--- src/rtl/lmsc_pkg.sv ---
// Shared constants, types and decode helpers for the LED matrix scan controller
package lmsc_pkg;

  // ==========================================================================
  // Timing
  localparam int CLK_PERIOD_NS = 50;
  localparam int LINE_ON_NS    = 32000;
  localparam int LINE_GAP_NS   = 1000;
  localparam int LINE_ON_CYC   = LINE_ON_NS / CLK_PERIOD_NS;
  localparam int LINE_GAP_CYC  = (LINE_GAP_NS + CLK_PERIOD_NS - 1) / CLK_PERIOD_NS;
  localparam int CNT_W         = 10;
  localparam int PROD_W        = 18;
  localparam int PWM_SHIFT     = 7;

  // ==========================================================================
  // Register map
  localparam logic [7:0] REG_CONFIG    = 8'h00;
  localparam logic [7:0] REG_M1_FIRST  = 8'h01;
  localparam logic [7:0] REG_M1_LAST   = 8'h0B;
  localparam logic [7:0] REG_UPDATE    = 8'h0C;
  localparam logic [7:0] REG_INTENSITY = 8'h0D;
  localparam logic [7:0] REG_M2_FIRST  = 8'h0E;
  localparam logic [7:0] REG_M2_LAST   = 8'h18;
  localparam logic [7:0] REG_BRIGHT    = 8'h19;
  localparam logic [7:0] REG_RESET     = 8'hFF;
  localparam logic [7:0] M2_BASE_IDX   = 8'h0B;
  localparam int         NUM_COLS      = 11;
  localparam int         NUM_ROWS      = 8;
  localparam int         NUM_DATA      = 22;

  // ==========================================================================
  // Reset values and fields
  localparam logic [7:0] CONFIG_RST    = 8'h00;
  localparam logic [7:0] INTENSITY_RST = 8'h00;
  localparam logic [7:0] BRIGHT_RST    = 8'h80;
  localparam logic [7:0] DATA_RST      = 8'h00;
  localparam logic [7:0] INTENSITY_MSK = 8'h7F;
  localparam int CFG_SSD_BIT     = 7;
  localparam int CFG_MSEL_LSB    = 3;
  localparam int CFG_AEN_BIT     = 2;
  localparam int CFG_GEOM_LSB    = 0;
  localparam int INT_AGS_LSB     = 4;
  localparam int INT_CS_LSB      = 0;
  localparam int BRIGHT_FULL_BIT = 7;
  localparam logic [7:0] BRIGHT_FULL_LEVEL = 8'h80;
  localparam logic [4:0] I2C_ADDR_HI       = 5'h18;

  // ==========================================================================
  // Analogue setting codes
  localparam logic [2:0] GAIN_NEG_CODE = 3'h7;
  localparam logic [5:0] GAIN_NEG_DB   = 6'h3A;
  localparam logic [5:0] GAIN_STEP_DB  = 6'h03;
  localparam logic [6:0] CUR_HI_BASE   = 7'h28;
  localparam logic [6:0] CUR_STEP_MA   = 7'h05;
  localparam logic [3:0] CUR_LO_FIRST  = 4'h8;
  localparam logic [3:0] CUR_LO_BIAS   = 4'h7;
  localparam logic [3:0] CUR_UNUSED    = 4'hF;

  typedef enum logic [1:0] {
    MSEL_M1   = 2'b00,
    MSEL_M2   = 2'b01,
    MSEL_RSV  = 2'b10,
    MSEL_BOTH = 2'b11
  } lmsc_msel_type;

  typedef enum logic [1:0] {
    I2C_IDLE = 2'b00,
    I2C_RECV = 2'b01,
    I2C_ACK  = 2'b10,
    I2C_SKIP = 2'b11
  } lmsc_i2c_state_type;

  typedef enum logic [1:0] {
    BYTE_ADDR = 2'b00,
    BYTE_REG  = 2'b01,
    BYTE_DATA = 2'b10
  } lmsc_byte_kind_type;

  typedef enum logic {
    PH_LIT = 1'b0,
    PH_GAP = 1'b1
  } lmsc_phase_type;

  // Column lines used by a geometry code
  function automatic logic [3:0] geom_cols(input logic [1:0] g);
    return 4'h8 + {2'h0, g};
  endfunction

  // Row lines used by a geometry code
  function automatic logic [3:0] geom_rows(input logic [1:0] g);
    return 4'h8 - {2'h0, g};
  endfunction

endpackage

--- src/rtl/lmsc_scan_if.sv ---
// Scan control signals shared by core, line timer and pattern builder
`timescale 1ns/1ps
`default_nettype none
interface lmsc_scan_if;
  logic [3:0] m1_lines;
  logic [3:0] m2_lines;
  logic       scan_m1;
  logic       scan_m2;
  logic [7:0] level;
  logic [1:0] geom;
  logic       line_start;
  logic       lit;
  logic       pwm_on;
  logic       on_m2;
  logic [3:0] idx;

  modport core    (output m1_lines, m2_lines, scan_m1, scan_m2, level, geom,
                   input line_start, lit, pwm_on, on_m2, idx);
  modport timer   (input m1_lines, m2_lines, scan_m1, scan_m2, level,
                   output line_start, lit, pwm_on, on_m2, idx);
  modport pattern (input geom, on_m2, idx);
endinterface
`default_nettype wire

--- src/rtl/lmsc_scan_timer.sv ---
// Line timer: lit and gap phases, line index and matrix sequencing
`timescale 1ns/1ps
`default_nettype none
module lmsc_scan_timer
  import lmsc_pkg::*;
(
  input  wire logic  clk_sys,
  input  wire logic  sys_rst,
  lmsc_scan_if.timer sif
);
  import lmsc_pkg::*;

  typedef struct packed {
    lmsc_phase_type   phase;
    logic [CNT_W-1:0] cnt;
    logic [3:0]       idx;
    logic             on_m2;
    logic [7:0]       level;
    logic             start;
  } lmsc_timer_state_type;

  lmsc_timer_state_type st_reg;
  lmsc_timer_state_type st_next;
  logic [3:0]           nxt_idx;
  logic [PROD_W-1:0]    thr;

  always_comb begin
    st_next       = st_reg;
    st_next.start = 1'b0;
    nxt_idx       = st_reg.idx + 4'h1;
    st_next.cnt   = st_reg.cnt + CNT_W'(1);
    case (st_reg.phase)
      PH_LIT: begin
        if (st_reg.cnt == CNT_W'(LINE_ON_CYC - 1)) begin
          st_next.phase = PH_GAP;
          st_next.cnt   = '0;
        end
      end
      PH_GAP: begin
        if (st_reg.cnt == CNT_W'(LINE_GAP_CYC - 1)) begin
          st_next.phase = PH_LIT;
          st_next.cnt   = '0;
          st_next.start = 1'b1;
          st_next.level = sif.level;
          st_next.idx   = nxt_idx;
          if (!(st_reg.on_m2 ? sif.scan_m2 : sif.scan_m1) ||
              nxt_idx >= (st_reg.on_m2 ? sif.m2_lines : sif.m1_lines)) begin
            st_next.idx   = 4'h0;
            st_next.on_m2 = (sif.scan_m1 && sif.scan_m2) ? !st_reg.on_m2 : sif.scan_m2;
          end
        end
      end
      default: begin
        st_next.phase = PH_GAP;
        st_next.cnt   = '0;
      end
    endcase
  end

  always_ff @(posedge clk_sys) begin
    if (sys_rst) begin
      // Index wraps so the first line after reset is line one
      st_reg <= '{phase: PH_GAP, cnt: '0, idx: 4'hF, on_m2: 1'b0, level: BRIGHT_FULL_LEVEL,
                  start: 1'b0};
    end else begin
      st_reg <= st_next;
    end
  end

  // on share of lit time is level/128
  assign thr            = (PROD_W'(st_reg.level) * PROD_W'(LINE_ON_CYC)) >> PWM_SHIFT;
  assign sif.pwm_on     = (st_reg.phase == PH_LIT) && (PROD_W'(st_reg.cnt) < thr);
  assign sif.lit        = (st_reg.phase == PH_LIT);
  assign sif.line_start = st_reg.start;
  assign sif.on_m2      = st_reg.on_m2;
  assign sif.idx        = st_reg.idx;
endmodule
`default_nettype wire

--- src/rtl/lmsc_line_pattern.sv ---
// Line pattern builder: drive pattern of one scan line from live data
`timescale 1ns/1ps
`default_nettype none
module lmsc_line_pattern
  import lmsc_pkg::*;
(
  lmsc_scan_if.pattern                    sif,
  input  wire logic [NUM_DATA-1:0][7:0]   data,
  output logic      [NUM_COLS-1:0]        col,
  output logic      [NUM_ROWS-1:0]        row
);
  import lmsc_pkg::*;

  logic [NUM_ROWS-1:0] row_mask;
  logic [NUM_COLS-1:0] col_mask;
  logic [NUM_COLS-1:0] m2_col;

  // three high bits ignored in 5x11
  assign row_mask = 8'hFF >> (4'h8 - geom_rows(sif.geom));
  assign col_mask = 11'h7FF >> (4'hB - geom_cols(sif.geom));

  genvar k;
  generate
    for (k = 0; k < NUM_COLS; k++) begin : g_m2col
      assign m2_col[k] = data[NUM_COLS + k][sif.idx[2:0]];
    end
  endgenerate

  always_comb begin
    col = '0;
    row = '0;
    if (sif.on_m2) begin
      row = (8'h01 << sif.idx) & row_mask;
      col = m2_col & col_mask;
    end else if (sif.idx < 4'hB) begin
      col = (11'h001 << sif.idx) & col_mask;
      row = data[sif.idx] & row_mask;
    end
  end
endmodule
`default_nettype wire

--- src/rtl/lmsc_top.sv ---
// LED matrix scan controller: write-only serial port, registers, scan outputs
`timescale 1ns/1ps
`default_nettype none

// Overview of operation
// - data bytes are staged; any write to update commits them to live data
// - intensity holds reserved bit, gain in 6:4, current in 3:0, resets zero
// - gain code 0..6 gives 0 to +18 dB in 3 dB steps, 7 gives -6 dB
// - current code 0..7 gives 40..75 mA, 8..14 gives 5..35 mA
// - brightness top bit set selects full level 128; resets to that
// - brightness top bit clear uses low seven bits as level 0..127
// - any write to reset register restores every register default
// - power-up reset loads every register default, display blank
// - each scanned line stays lit for 32 us
// - a 1 us dark gap separates successive lines
// - dual 8x8 frame scans first matrix columns then second matrix rows
// - 7x9 scans nine columns and ignores each data MSB
// - geometry 11 and select 11 give dual 5x11 operation
// - 5x11 ignores the three high bits of every data byte
// - first matrix uses column cathodes, second uses row cathodes
// - audio enable makes audio drive brightness, current select ignored
// - shutdown leaves all register contents unchanged
// - soft shutdown bit blanks all current sources and line drivers
// - low shutdown pin forces hardware shutdown
// - config holds shutdown 7, select 4:3, audio 2, geometry 1:0
// - select 00 first, 01 second, 11 both; geometry 8x8 to 5x11
// - data registers 01-0B and 0E-18 map columns; bit n is row n+1
// - register pointer steps by one after each acknowledged data byte
module lmsc_top
  import lmsc_pkg::*;
(
  input  wire logic                clk_sys,
  input  wire logic                sys_rst,
  input  wire logic                scl,
  input  wire logic                sda_in,
  output logic                     sda_out,
  output logic                     sda_oe,
  input  wire logic [1:0]          ad_sel,
  input  wire logic                shutdown_pin_n,
  output logic [NUM_COLS-1:0]      column_lines,
  output logic [NUM_ROWS-1:0]      row_lines,
  output logic                     current_enable,
  output logic                     audio_mod_en,
  output logic signed [5:0]        audio_gain_db,
  output logic [6:0]               row_current_ma
);
  import lmsc_pkg::*;

  // ==========================================================================
  // State
  typedef struct packed {
    lmsc_i2c_state_type          ist;
    lmsc_byte_kind_type          kind;
    logic [7:0]                  shreg;
    logic [3:0]                  bits;
    logic [7:0]                  ptr;
    logic                        scl_d;
    logic                        sda_d;
    logic                        sda_oe;
    logic                        sda_lvl;
    logic [7:0]                  cfg;
    logic [7:0]                  inten;
    logic [7:0]                  bright;
    logic [NUM_DATA-1:0][7:0]    stage;
    logic [NUM_DATA-1:0][7:0]    live;
    logic [NUM_COLS-1:0]         pat_col;
    logic [NUM_ROWS-1:0]         pat_row;
    logic [NUM_COLS-1:0]         col_out;
    logic [NUM_ROWS-1:0]         row_out;
    logic                        cur_en;
    logic                        aud_en;
    logic [5:0]                  gain_db;
    logic [6:0]                  cur_ma;
  } lmsc_top_state_type;

  lmsc_top_state_type    st_reg;
  lmsc_top_state_type    st_next;
  lmsc_scan_if           sif ();
  logic [NUM_COLS-1:0]   cmb_col;
  logic [NUM_ROWS-1:0]   cmb_row;
  logic [NUM_COLS-1:0]   now_col;
  logic [NUM_ROWS-1:0]   now_row;
  logic                  scl_rise;
  logic                  scl_fall;
  logic                  i2c_start;
  logic                  i2c_stop;
  logic                  blank;
  logic                  drive;
  logic [7:0]            sub_idx;
  logic [7:0]            byte_in;

  // ==========================================================================
  // Decode helpers
  function automatic logic [5:0] gain_decode(input logic [2:0] code);
    if (code == GAIN_NEG_CODE) begin
      return GAIN_NEG_DB;
    end
    return 6'(GAIN_STEP_DB * {3'h0, code});
  endfunction

  function automatic logic [6:0] current_decode(input logic [3:0] code);
    if (code < CUR_LO_FIRST) begin
      return 7'(CUR_HI_BASE + CUR_STEP_MA * {3'h0, code});
    end else if (code == CUR_UNUSED) begin
      return 7'h00;
    end
    return 7'(CUR_STEP_MA * {3'h0, code - CUR_LO_BIAS});
  endfunction

  function automatic lmsc_top_state_type reg_defaults(input lmsc_top_state_type s);
    lmsc_top_state_type r;
    r        = s;
    r.cfg    = CONFIG_RST;
    r.inten  = INTENSITY_RST;
    r.bright = BRIGHT_RST;
    r.stage  = {NUM_DATA{DATA_RST}};
    r.live   = {NUM_DATA{DATA_RST}};
    return r;
  endfunction

  // ==========================================================================
  // Scan configuration from live registers
  assign sif.geom     = st_reg.cfg[CFG_GEOM_LSB +: 2];
  assign sif.m1_lines = geom_cols(sif.geom);
  assign sif.m2_lines = geom_rows(sif.geom);
  assign sif.scan_m1  = st_reg.cfg[CFG_MSEL_LSB +: 2] != MSEL_M2;
  assign sif.scan_m2  = st_reg.cfg[CFG_MSEL_LSB +: 2] == MSEL_M2 ||
                        st_reg.cfg[CFG_MSEL_LSB +: 2] == MSEL_BOTH;
  assign sif.level    = st_reg.bright[BRIGHT_FULL_BIT] ? BRIGHT_FULL_LEVEL
                                                        : {1'b0, st_reg.bright[6:0]};

  lmsc_scan_timer u_timer (
    .clk_sys (clk_sys),
    .sys_rst (sys_rst),
    .sif     (sif)
  );

  lmsc_line_pattern u_pattern (
    .sif  (sif),
    .data (st_reg.live),
    .col  (cmb_col),
    .row  (cmb_row)
  );

  // ==========================================================================
  // Serial bus conditions
  assign scl_rise  = scl && !st_reg.scl_d;
  assign scl_fall  = !scl && st_reg.scl_d;
  assign i2c_start = scl && st_reg.scl_d && st_reg.sda_d && !sda_in;
  assign i2c_stop  = scl && st_reg.scl_d && !st_reg.sda_d && sda_in;
  assign byte_in   = st_reg.shreg;

  // ==========================================================================
  // Output staging
  // soft shutdown blanks drivers
  assign blank   = st_reg.cfg[CFG_SSD_BIT] || !shutdown_pin_n;
  assign drive   = sif.lit && sif.pwm_on && !blank;
  assign now_col = sif.line_start ? cmb_col : st_reg.pat_col;
  assign now_row = sif.line_start ? cmb_row : st_reg.pat_row;

  always_comb begin
    st_next       = st_reg;
    st_next.scl_d = scl;
    st_next.sda_d = sda_in;
    sub_idx       = 8'h00;

    // Serial receiver
    case (st_reg.ist)
      I2C_IDLE: begin
        st_next.sda_oe = 1'b0;
      end
      I2C_RECV: begin
        if (scl_rise) begin
          st_next.shreg = {st_reg.shreg[6:0], sda_in};
          st_next.bits  = st_reg.bits + 4'h1;
        end else if (scl_fall && st_reg.bits == 4'h8) begin
          st_next.bits   = 4'h0;
          st_next.ist    = I2C_ACK;
          st_next.sda_oe = 1'b1;
          case (st_reg.kind)
            BYTE_ADDR: begin
              st_next.kind = BYTE_REG;
              if (byte_in != {I2C_ADDR_HI, ad_sel, 1'b0}) begin
                st_next.ist    = I2C_SKIP;
                st_next.sda_oe = 1'b0;
              end
            end
            BYTE_REG: begin
              st_next.kind = BYTE_DATA;
              st_next.ptr  = byte_in;
            end
            BYTE_DATA: begin
              st_next.ptr = st_reg.ptr + 8'h01;
              if (st_reg.ptr >= REG_M1_FIRST && st_reg.ptr <= REG_M1_LAST) begin
                sub_idx = st_reg.ptr - REG_M1_FIRST;
                st_next.stage[sub_idx[4:0]] = byte_in;
              end else if (st_reg.ptr >= REG_M2_FIRST && st_reg.ptr <= REG_M2_LAST) begin
                sub_idx = st_reg.ptr - REG_M2_FIRST + M2_BASE_IDX;
                st_next.stage[sub_idx[4:0]] = byte_in;
              end
              case (st_reg.ptr)
                REG_CONFIG: begin
                  st_next.cfg = byte_in;
                end
                REG_UPDATE: begin
                  st_next.live = st_reg.stage;
                end
                REG_INTENSITY: begin
                  st_next.inten = byte_in & INTENSITY_MSK;
                end
                REG_BRIGHT: begin
                  st_next.bright = byte_in;
                end
                REG_RESET: begin
                  st_next = reg_defaults(st_next);
                end
                default: begin
                  st_next.ptr = st_reg.ptr + 8'h01;
                end
              endcase
            end
            default: begin
              st_next.ist    = I2C_SKIP;
              st_next.sda_oe = 1'b0;
            end
          endcase
        end
      end
      I2C_ACK: begin
        if (scl_fall) begin
          st_next.sda_oe = 1'b0;
          st_next.ist    = I2C_RECV;
        end
      end
      I2C_SKIP: begin
        st_next.sda_oe = 1'b0;
      end
      default: begin
        st_next.ist    = I2C_IDLE;
        st_next.sda_oe = 1'b0;
      end
    endcase

    if (i2c_start) begin
      st_next.ist    = I2C_RECV;
      st_next.kind   = BYTE_ADDR;
      st_next.bits   = 4'h0;
      st_next.sda_oe = 1'b0;
    end else if (i2c_stop) begin
      st_next.ist    = I2C_IDLE;
      st_next.sda_oe = 1'b0;
    end

    // shutdown alters no register, only drive
    st_next.pat_col = now_col;
    st_next.pat_row = now_row;
    st_next.col_out = drive ? now_col : '0;
    st_next.row_out = drive ? now_row : '0;
    st_next.cur_en  = !blank;

    st_next.aud_en  = st_reg.cfg[CFG_AEN_BIT];
    st_next.gain_db = gain_decode(st_reg.inten[INT_AGS_LSB +: 3]);
    st_next.cur_ma  = st_reg.cfg[CFG_AEN_BIT] ? 7'h00
                                              : current_decode(st_reg.inten[INT_CS_LSB +: 4]);
    st_next.sda_lvl = 1'b0;
  end

  // ==========================================================================
  // Register stage
  always_ff @(posedge clk_sys) begin
    if (sys_rst) begin
      st_reg <= '{ist: I2C_IDLE, kind: BYTE_ADDR, shreg: 8'h00, bits: 4'h0, ptr: 8'h00,
                  scl_d: 1'b1, sda_d: 1'b1, sda_oe: 1'b0, sda_lvl: 1'b0,
                  cfg: CONFIG_RST, inten: INTENSITY_RST, bright: BRIGHT_RST,
                  stage: {NUM_DATA{DATA_RST}}, live: {NUM_DATA{DATA_RST}},
                  pat_col: '0, pat_row: '0, col_out: '0, row_out: '0,
                  cur_en: 1'b0, aud_en: 1'b0, gain_db: 6'h00, cur_ma: 7'h00};
    end else begin
      st_reg <= st_next;
    end
  end

  assign sda_out        = st_reg.sda_lvl;
  assign sda_oe         = st_reg.sda_oe;
  assign column_lines   = st_reg.col_out;
  assign row_lines      = st_reg.row_out;
  assign current_enable = st_reg.cur_en;
  assign audio_mod_en   = st_reg.aud_en;
  assign audio_gain_db  = $signed(st_reg.gain_db);
  assign row_current_ma = st_reg.cur_ma;
endmodule
`default_nettype wire

--- config.mk ---
export PLATFORM = sky130hd
export DESIGN_NAME = lmsc_top
export DESIGN_NICKNAME = d
export VERILOG_FILES = /design/src/rtl/lmsc_pkg.sv /design/src/rtl/lmsc_scan_if.sv /design/src/rtl/lmsc_scan_timer.sv /design/src/rtl/lmsc_line_pattern.sv /design/src/rtl/lmsc_top.sv
export SDC_FILE = /design/constraint.sdc
export NUM_CORES = 1
export LEC_CHECK = 0
export ABC_AREA = 0
export BUFFER_PORTS_ARGS = -buffer_cell sky130_fd_sc_hd__buf_2
export CAP_MARGIN = 20
export CORE_AREA = 2 2 249 251
export DETAILED_ROUTE_END_ITERATION = 16
export DIE_AREA = 0 0 251 253
export GPL_TIMING_DRIVEN = 0
export PLACE_DENSITY = 0.55
export SLEW_MARGIN = 20
export SYNTH_ARGS = -nofsm -noshare
export SYNTH_HDL_FRONTEND = slang
export SYNTH_HIERARCHICAL = 1
export SYNTH_SLANG_ARGS = --single-unit
--- constraint.sdc ---
create_clock -name clk_sys -period 7.37 [get_ports clk_sys]
set_clock_uncertainty 0.15 [all_clocks]
set_input_delay 0.3685 -clock clk_sys [delete_from_list [all_inputs] [get_ports clk_sys]]
set_output_delay 0.3685 -clock clk_sys [all_outputs]
set_load 0.02 [all_outputs]
Word level (Yosys, flattened, before mapping)
Index checks and enable logic that the tools add are counted.

Register bits after elaboration: 482. Latch bits: 0. Bits in writable memories: 0. Memory bits (read-only): 0. Bits of input ports: 7. Output and inout bits: 36. Word-level logic and storage cells: 286. Memories kept: 0.

Add/subtract/negate cells: 13. $mul: 4. Divide/modulo/power cells: 0. $lt $le $gt $ge: 14. Eq/ne operators: 26. Shift-type cells: 4. Multiplexer cells: 83. Bitwise operators: 8. Reduce and logical (&&, ||, !) cells: 62.

Operator list (number): 2-to-1 mux 176 bit (3); 2-to-1 mux 457 bit (1); 2-to-1 mux 433 bit (1); 2-to-1 mux 430 bit (1); bitwise mux 176 bit (2); case mux 176 bit (2 select lines) (1); demux 8 bit (select 5 bit) (2); case mux 8 bit (2 select lines) (4); 2-to-1 mux 8 bit (7); 2-to-1 mux 16 bit (3); 2-to-1 mux 11 bit (4); binary-select mux 1 bit (select 3 bit) (11); binary-select mux 8 bit (select 4 bit) (1); AND reduction 5 bit (6); 2-to-1 mux 25 bit (1); 2-to-1 mux 12 bit (2); AND 11 bit (2); case mux 11 bit (2 select lines) (1); 2-to-1 mux 1 bit (21); 2-to-1 mux 7 bit (3); AND 8 bit (2); equality test 8 x 4 -> 1 bit (second input constant) (2); logical AND 1 bit (16); inequality test 4 bit (second input constant) (4); 60 further kinds (113).

Depth between registers and ports, before layout
Gate-level depths: netlist of run 1.

Depth after elaboration: 16. Gate-level depth with buffers: 16. Gate-level depth less buffers: 15.

By module
The synthesis of run 1 kept the hierarchy.

Modules (own cells, without submodules): lmsc_top (instances 1, cells an instance 1895, area an instance 17625.7 µm², seq. area each 9068.7 µm²); lmsc_line_pattern (instances 1, cells an instance 191, area an instance 1803.0 µm², seq. area each 0.0 µm²); lmsc_scan_timer (instances 1, cells an instance 197, area an instance 1731.7 µm², seq. area each 500.5 µm²).

Worst setup path after synthesis of run 1
Ideal clock, no wire load.

Path type: register -> register. Start: register u_timer/st_reg[3] in the netlist's numbering. End: register st_reg, in the netlist column_lines[0]. Setup time: 0.066 ns. Arrival: 3.230 ns. Data required time: 7.154 ns. Setup slack: 3.924 ns. Cell stages (with the launch flop): 14. Path buffers: 1. Period minus slack after synthesis: 3.446 ns. Cell sequence: dfxtp_1 > ha_1 > ha_1 > a211oi_1 > nor2_1 > o31a_1 > or2_2 > ha_1 > a211oi_1 > a21oi_1 > o311ai_0 > nand3_1 > clkbuf_1 > nor2_1.

Cells in the longest elaborated chain, start to end: 7.

RTL lines: start: declaration (RTL line lmsc_scan_timer.sv:22) `lmsc_timer_state_type st_reg;`; start signal: assignment (RTL line lmsc_scan_timer.sv:63) `st_reg <= '{phase: PH_GAP, cnt: '0, idx: 4'hF, on_m2: 1'b0, level: BRIGHT_FULL_LEVEL,`; start signal: assignment (RTL line lmsc_scan_timer.sv:66) `st_reg <= st_next;`; multiplier 8 x 3 -> 11 bit (RTL line lmsc_scan_timer.sv:71) `assign thr = (PROD_W'(st_reg.level) * PROD_W'(LINE_ON_CYC)) >> PWM_SHIFT;`; less-than comparator 10 x 11 -> 1 bit (RTL line lmsc_scan_timer.sv:72) `assign sif.pwm_on = (st_reg.phase == PH_LIT) && (PROD_W'(st_reg.cnt) < thr);`; logical AND 1 bit (RTL line lmsc_scan_timer.sv:72); net sif.pwm_on (RTL line lmsc_scan_if.sv:13) `logic pwm_on;`; logical AND 1 bit (2 in series) (RTL line lmsc_top.sv:157) `assign drive = sif.lit && sif.pwm_on && !blank;`; NOT 1 bit (no source line); OR reduction 2 bit (no source line); end signal: assignment (RTL line lmsc_top.sv:272) `st_reg <= '{ist: I2C_IDLE, kind: BYTE_ADDR, shreg: 8'h00, bits: 4'h0, ptr: 8'h00,`; end signal: assignment (RTL line lmsc_top.sv:279) `st_reg <= st_next;`; end: declaration (RTL line lmsc_top.sv:76) `lmsc_top_state_type st_reg;`.

The timed path passes the listed nets, and every way through them passes these cells. A chain may end at the register's enable or synchronous reset.

Worst setup path in the final report of run 1
Start: register u_timer/st_reg[3] in the netlist's numbering. End: register st_reg, in the netlist column_lines[1].

The elaborated chain is that of the path after synthesis.

==> key figures, run 1 <==
Logic synthesis
  – Synth cell types: 104
  – Syn Area/Cell: 9.27 sq um
  – Top cell type's share of synthesized area: 0.452
  – Post-Syn Instances: 2283
  – Synthesis Warnings: 6
  – Post-synth EDFFs: 0
  – Commonest cells post-synth: 478 x dfxtp_1, 294 x nand2_1, 243 x a21oi_1, 199 x nand3_1, 113 x nor2_1
  – Synthesized flop and latch total: 478
  – Mapped Area: 21200 sq um
  – Area leader, netlist: dfxtp_1
  – Sequential share of the synthesized area: 0.452
  – Synth async-reset ratio: 0
  – Synth top area cells: dfxtp_1 45%, a21oi_1 5.7%, nand2_1 5.2%
  – Synth Flop Type: dfxtp_1
  – Top-count cell post-synth: dfxtp_1

Power
  – P_int: 4.16 mW
  – Clock share of power: 0.496
  – Reg power frac: 0.485
  – Total Power: 5.34 mW
  – Comb pwr share: 0.019
  – P per Cell Area: 221 nW/um^2
  – Switch Pwr: 1.18 mW
  – Switching Fraction: 0.222
  – Max VDD drop: 0.000166 V
  – Static leakage: 8.64 nW

Critical path
  – Crit path required time: 7.76 ns
  – Critical Path Stages: 13
  – Critical Path Source: u_timer/st_reg[3]$_SDFFE_PP0P_
  – R2R setup slack: 3.13 ns
  – Worst setup endpoint: column_lines[1]$_SDFF_PP0_
  – Worst path max stage delay: 0.56 ns
  – CP Launch Type: flop
  – CP Class: reg2reg
  – Crit end category: flop
  – Worst reg2reg path depth: 13
  – RR Startpoint: u_timer/st_reg[3]$_SDFFE_PP0P_
  – FF-to-FF End: column_lines[1]$_SDFF_PP0_
  – Crit path max-delay family: compound AO/OA/AOI/OAI gates
  – Slowest CP cell: nand3_1
  – Top cell by count, worst path: ha_1
  – Sequence of cells on the critical path: ha_1 -> ha_1 -> a211oi_1 -> nor2_1 -> o31a_1 -> or2_2 -> ha_1 -> a211oi_1 -> a21oi_1 -> o311ai_0 -> nand3_1 -> clkbuf_1 -> nor2_1
  – CP Max Fanout: 10
  – Worst EP arrival: 4.63 ns
  – Worst Path Buf+Inv: 1

Floorplanning
  – I/O pin total: 43
  – Core ar.: 61000 sq um
  – Die W: 251 um
  – Placement Rows: 91
  – Die Y-Extent: 253 um
  – Total die area: 63500 sq um
  – Initial Util: 0.347

Clock tree
  – Clock tree sinks: 478
  – Clock slew at reported path FFs: 0.06 ns
  – Postcts setup bufs: 0
  – Clk root buf: clkbuf_16
  – Total CTS buffers: 50
  – CTS max path bufs: 3
  – H-tree Lvls: 2
  – CTS tree: yes
  – Clock latency on the worst-skew pair: 0.63 ns

STA
  – RSZ-0062 raised after global routing: false
  – Min Clock Period, post-route: 4.24 ns
  – Final setup viols: 0
  – Slew Viols, Final: 0
  – Worst Setup Slack, final: 3.13 ns
  – Period utilisation layout: 0.575
  – Fmax: 236 MHz
  – Setup TNS: 0 ns
  – Fin. Hold Viols: 0
  – Worst Max-Slew Pin Slew: 1.16 ns
  – Slew Limit Headroom: 0.227

Final layout
  – Max reg flops: 407
  – Nets: 2445
  – Layout area overhead: 14.1%
  – Layout cell share with drive strength beyond 1: 0.143

Placement
  – Worst slack, placed: 3.07 ns
  – DP Wirelength: 50100 um
  – GP Congestion: 0.931
  – Buffers on Ports: 41

Global routing
  – Largest net degree at the start of global routing: 16
  – All-Layer GR Usage: 0.213
  – Antenna violations before repair: 0
  – Number of global-route vias before repair: 16900
  – First-pass GRT wire length: 103000 um
  – Overflow after GRT: 0

Detailed routing
  – Final WL: 68100 um
  – DR pass1 iterations: 5
  – Vias per inst: 5.45
  – DRT iter0 DRCs: 1313
  – DRC Markers: 0
  – Via count: 17500
  – DRT antenna net count: 0
  – Wirelength per Cell: 21.2 um

Hold path
  – Hold Path Class: in2reg

Job
  – Max-cap violations: 0

Outcome
  – Status: finished, final reports clean
## logic make-up after synthesis
group / Yosys count / share of synthesized area
compound gates: 588 / 0.198
xor+xnor: 22 / 0.00911
fa+ha+maj: 58 / 0.0354
buf+inv: 270 / 0.0659
flops: 478 / 0.452
mux: 96 / 0.0655
other cells: 2 / 0.000355
simple gates: 769 / 0.173
## power by group through the flow
stage	clock, mW	sequential, mW	combinational, mW
after floorplan	0	2.65	0.0639
after global placement	0	2.65	0.0990
after detailed placement	0	2.65	0.101
after CTS	2.69	2.59	0.102
after global routing	2.80	2.59	0.111
final	2.65	2.59	0.102
## per-layer routing
metal,track usage,vias up,part of all wire
li1,-,8312,-
met1,0.285,8595,0.45
met2,0.347,487,0.46
met3,0.0370,112,0.061
met4,0.0736,0,0.033
met5,0,-,0
## cell usage in the layout, fill, tap and decap left out, drive strengths merged, types with 33 or more instances in the layout
cell	count
mux2i	59
dfxtp	478
nand3	200
o21ai	42
o2bb2ai	84
inv	60
nor3	33
clkbuf	160
a21oi	250
mux4	33
nor2	118
a22o	74
nand2	298
ha	55
buf	162
## how the worst min path moves through the flow
stage | to | from | slack [ns] | cells after the start
5_1_grt | st_reg[214]$_SDFFE_PP0P_ | st_reg[390]$_SDFFE_PP0P_ | 0.31 | 2
3_5_place_dp | st_reg[107]$_SDFFE_PP0P_ | st_reg[107]$_SDFFE_PP0P_ | 0.29 | 2
6_report | sda_oe$_SDFFE_PP0P_ | ad_sel[0] | 0.26 | 6
3_3_place_gp | st_reg[218]$_SDFFE_PP0P_ | st_reg[218]$_SDFFE_PP0P_ | 0.29 | 2
2_1_floorplan | current_enable$_SDFF_PP0_ | st_reg[428]$_SDFFE_PP0P_ | 0.26 | 1
4_1_cts | sda_oe$_SDFFE_PP0P_ | ad_sel[0] | 0.24 | 6
## through the flow
stage | hold WS [ns] | util | cells | area, sq um
after floorplan | 0.260 | - | 2284 | 21200
after global placement | 0.285 | 0.366 | 3115 | 22400
after detailed placement | 0.294 | 0.366 | 3115 | 22400
after CTS | 0.243 | 0.395 | 3210 | 24100
after global routing | 0.311 | 0.395 | 3210 | 24100
final | 0.255 | 0.395 | 3211 | 24100
## worst register-to-register path, cell delays in order (launching register included)
cell      delay, ns
dfxtp_1        0.33
ha_1           0.34
ha_1           0.33
a211oi_1       0.26
nor2_1         0.10
o31a_1         0.26
or2_2          0.30
ha_1           0.29
a211oi_1       0.28
a21oi_1        0.10
o311ai_0       0.29
nand3_1        0.56
clkbuf_1       0.41
nor2_1         0.17
## area by class of cell
cell class                 count  area (sq um)
tap                          790           988
antenna                        1          2.50
clock inverter                22           305
timing repair buffer          44           235
inverter                      59           221
clock buffer                  70          1440
sequential                   478          9570
buffer                       211          1180
fill                        6106         36900
multi-input combinational   1536         10200
## timing repair
item	CTS	global route
hold buffers	3	0
hold endpoints to repair	5	0
resized for setup	0	0
No activity file was read; power rests on OpenSTA's default activity.
==> inputs of run 2 (changes only) <==
clock period = 3.9 ns   (was 7.37 ns; I/O delays follow)
==> key figures, run 2 (synthesis results as in run 1) <==
Outcome
  – Status: finished, final reports clean (unchanged)

Hold path
  – Hold-critical path endpoint: sda_oe$_SDFFE_PP0P_ (unchanged)
  – Hold depth: 6 (unchanged)
  – Hold Crit Start: ad_sel[0] (unchanged)
  – Hold Path Class: in2reg (unchanged)

Placement
  – Cell Area, Placed: 22400 sq um (unchanged)
  – GP Congestion: 0.931 (unchanged)
  – DP Wirelength: 50100 um (unchanged)
  – Buffers on Ports: 41 (unchanged)
  – Worst slack, placed: -0.401 ns (was 3.07 ns)

Global routing
  – M1 GR Usage: 0.285 (about the same)
  – Grt peak-use layer: met2 (unchanged)
  – All-Layer GR Usage: 0.213 (about the same)
  – Grt met2 use: 0.346 (was 0.347)
  – Overflow after GRT: 0 (unchanged)
  – Antenna violations before repair: 0 (unchanged)
  – Met3 Usage GRT: 0.0372 (was 0.0370)
  – First-pass GRT wire length: 103000 um (about the same)
  – Largest net degree at the start of global routing: 16 (unchanged)
  – Number of global-route vias before repair: 16900 (about the same)

Clock tree
  – H-tree Lvls: 2 (unchanged)
  – Total CTS buffers: 50 (unchanged)
  – CTS max path bufs: 3 (unchanged)
  – Clock tree sinks: 478 (unchanged)
  – Clock latency on the worst-skew pair: 0.63 ns (about the same)
  – Clock slew at reported path FFs: 0.06 ns (about the same)
  – Clk root buf: clkbuf_16 (unchanged)
  – CTS tree: yes (unchanged)

Detailed routing
  – DRT iter0 DRCs: 1243 (was 1313)
  – Final WL: 68200 um (was 68100 um)
  – Via count: 17600 (was 17500)
  – DRT antenna net count: 0 (unchanged)
  – DR pass1 iterations: 7 (was 5)
  – Wirelength per Cell: 21.2 um (about the same)
  – DRC Markers: 0 (unchanged)
  – Vias per inst: 5.47 (was 5.45)

Power
  – Max VDD drop: 0.000315 V (was 0.000166 V)
  – P per Cell Area: 418 nW/um^2 (was 221 nW/um^2)
  – P_int: 7.86 mW (was 4.16 mW)
  – Switch Pwr: 2.24 mW (was 1.18 mW)
  – Clock share of power: 0.496 (about the same)
  – Comb pwr share: 0.019 (about the same)
  – Static leakage: 8.65 nW (was 8.64 nW)
  – Reg power frac: 0.485 (about the same)
  – Switching Fraction: 0.222 (about the same)

STA
  – Slew Viols, Final: 0 (unchanged)
  – Worst Setup Slack, final: 0.125 ns (was 3.13 ns)
  – RSZ-0062 raised after global routing: false (unchanged)
  – Period utilisation layout: 0.968 (was 0.575)
  – Final setup viols: 0 (unchanged)
  – Slew Limit Headroom: 0.191 (was 0.227)
  – Worst Max-Slew Pin Slew: 1.21 ns (was 1.16 ns)
  – Fin. Hold Viols: 0 (unchanged)
  – Min Clock Period, post-route: 3.78 ns (was 4.24 ns)
  – Fmax: 265 MHz (was 236 MHz)

Critical path
  – Sequence of cells on the critical path: buf_2 -> inv_1 -> ha_1 -> or4b_4 -> nand3_2 -> a211oi_4 -> nand2_1 -> clkbuf_1 -> o2bb2ai_1 (was ha_1 -> ha_1 -> a211oi_1 -> nor2_1 -> o31a_1 -> or2_2 -> ha_1 -> a211oi_1 -> a21oi_1 -> o311ai_0 -> nand3_1 -> clkbuf_1 -> nor2_1)
  – Worst path max stage delay: 0.94 ns (was 0.56 ns)
  – Slowest CP cell: clkbuf_1 (was nand3_1)
  – Crit path required time: 4.20 ns (was 7.76 ns)
  – CP Class: reg2reg (unchanged)
  – Crit end category: flop (unchanged)
  – Worst reg2reg path depth: 9 (was 13)
  – CP Max Fanout: 10 (unchanged)
  – RR Startpoint: st_reg[434]$_SDFFE_PP0P_ (was u_timer/st_reg[3]$_SDFFE_PP0P_)
  – Crit path max-delay family: buffers and inverters (was compound AO/OA/AOI/OAI gates)
  – FF-to-FF End: st_reg[392]$_SDFFE_PP0P_ (was column_lines[1]$_SDFF_PP0_)
  – CP Launch Type: flop (unchanged)
  – R2R setup slack: 0.12 ns (was 3.13 ns)
  – Worst EP arrival: 4.08 ns (was 4.63 ns)
  – Worst Path Buf+Inv: 3 (was 1)

Job
  – Max-cap violations: 0 (unchanged)

Final layout
  – Layout area overhead: 14.2% (was 14.1%)
  – Most common cell after layout, fill and taps aside: dfxtp_1 (unchanged)
  – Sequential cell area: 9570 sq um (unchanged)
  – Nets: 2447 (was 2445)
  – Filler cells: 6110 (was 6106)
  – Most frequent cells in the layout: 478 x dfxtp_1, 294 x nand2_1, 242 x a21oi_1 (was 478 x dfxtp_1, 294 x nand2_1, 243 x a21oi_1)
  – Max reg flops: 407 (unchanged)
  – Fin area: 24200 sq um (was 24100 sq um)
  – Multi-input gate area: 10200 sq um (about the same)
  – Layout cell share with drive strength beyond 1: 0.146 (was 0.143)

Floorplanning
  – Core ar.: 61000 sq um (unchanged)
  – Die Y-Extent: 253 um (unchanged)
  – Die W: 251 um (unchanged)
  – Initial Util: 0.347 (unchanged)
  – Total die area: 63500 sq um (unchanged)
  – Placement Rows: 91 (unchanged)
  – I/O pin total: 43 (unchanged)
==> run 2: worst min-delay path: cells and delay by family <==
kind | cells | cell delay [ns]
xor gates and xnor gates | 1 | 0.06
and+or+nand+nor | 2 | 0.13
AOI/OAI and AO/OA | 2 | 0.29
buffers and inverters | 1 | 0.10
==> run 2: how the worst max path moves through the flow <==
stage | start | end | slack [ns] | cells after the start
after floorplan | u_timer/st_reg[3]$_SDFFE_PP0P_ | column_lines[0]$_SDFF_PP0_ | 0.45 | 13
after global placement | u_timer/st_reg[3]$_SDFFE_PP0P_ | column_lines[4]$_SDFF_PP0_ | -0.32 | 13
after detailed placement | u_timer/st_reg[3]$_SDFFE_PP0P_ | column_lines[1]$_SDFF_PP0_ | -0.40 | 13
after CTS | u_timer/st_reg[3]$_SDFFE_PP0P_ | column_lines[1]$_SDFF_PP0_ | 0.07 | 14
after global routing | u_timer/st_reg[3]$_SDFFE_PP0P_ | column_lines[0]$_SDFF_PP0_ | 0.02 | 15
final | st_reg[434]$_SDFFE_PP0P_ | st_reg[392]$_SDFFE_PP0P_ | 0.12 | 9
==> run 2: layout make-up <==
| type | count | area share |
|---|---|---|
| inverters | 59 | 0.00916 |
| well taps | 790 | 0.0409 |
| clock buffers | 70 | 0.0594 |
| clock inverters | 22 | 0.0126 |
| repair buffers | 46 | 0.0104 |
| flip-flops and latches | 478 | 0.396 |
| diodes | 1 | 0.000104 |
| multi-input cells | 1536 | 0.423 |
| plain buffers | 211 | 0.0487 |
==> run 2: what timing repair did <==
item / CTS / global route
setup buffers: 2 / 0
setup endpoints to repair: 19 / 19
resized for setup: 2 / 6
cloned: 0 / 0
pin swaps: 1 / 1
hold buffers: 3 / 0
hold endpoints to repair: 11 / 0
==> run 2: power groups by stage <==
| stage | Sequential, mW | Clock [mW] | Combinational, mW |
|---|---|---|---|
| final | 4.90 | 5.01 | 0.194 |
| after global routing | 4.90 | 5.29 | 0.210 |
| after CTS | 4.90 | 5.09 | 0.194 |
| after detailed placement | 5.01 | 0 | 0.190 |
| after global placement | 5.01 | 0 | 0.187 |
| after floorplan | 5.00 | 0 | 0.121 |
==> run 2: stage by stage <==
step                setup TNS [ns]  hold WS [ns]   util  instances  power, mW
global route                     0         0.142  0.396       3212       10.4
CTS                              0        0.0700  0.396       3212       10.2
floorplan                        0         0.152      -       2284       5.12
detailed placement           -4.71         0.294  0.366       3115       5.20
finish                           0        0.0812  0.396       3213       10.1
global placement             -3.11         0.285  0.366       3115       5.19
==> run 2: per-layer routing <==
| layer | wire (um) | vias up |
|---|---|---|
| li1 | - | 8305 |
| met1 | 30700 | 8641 |
| met2 | 31100 | 505 |
| met3 | 3970 | 123 |
| met4 | 2400 | 0 |
| met5 | 0 | - |
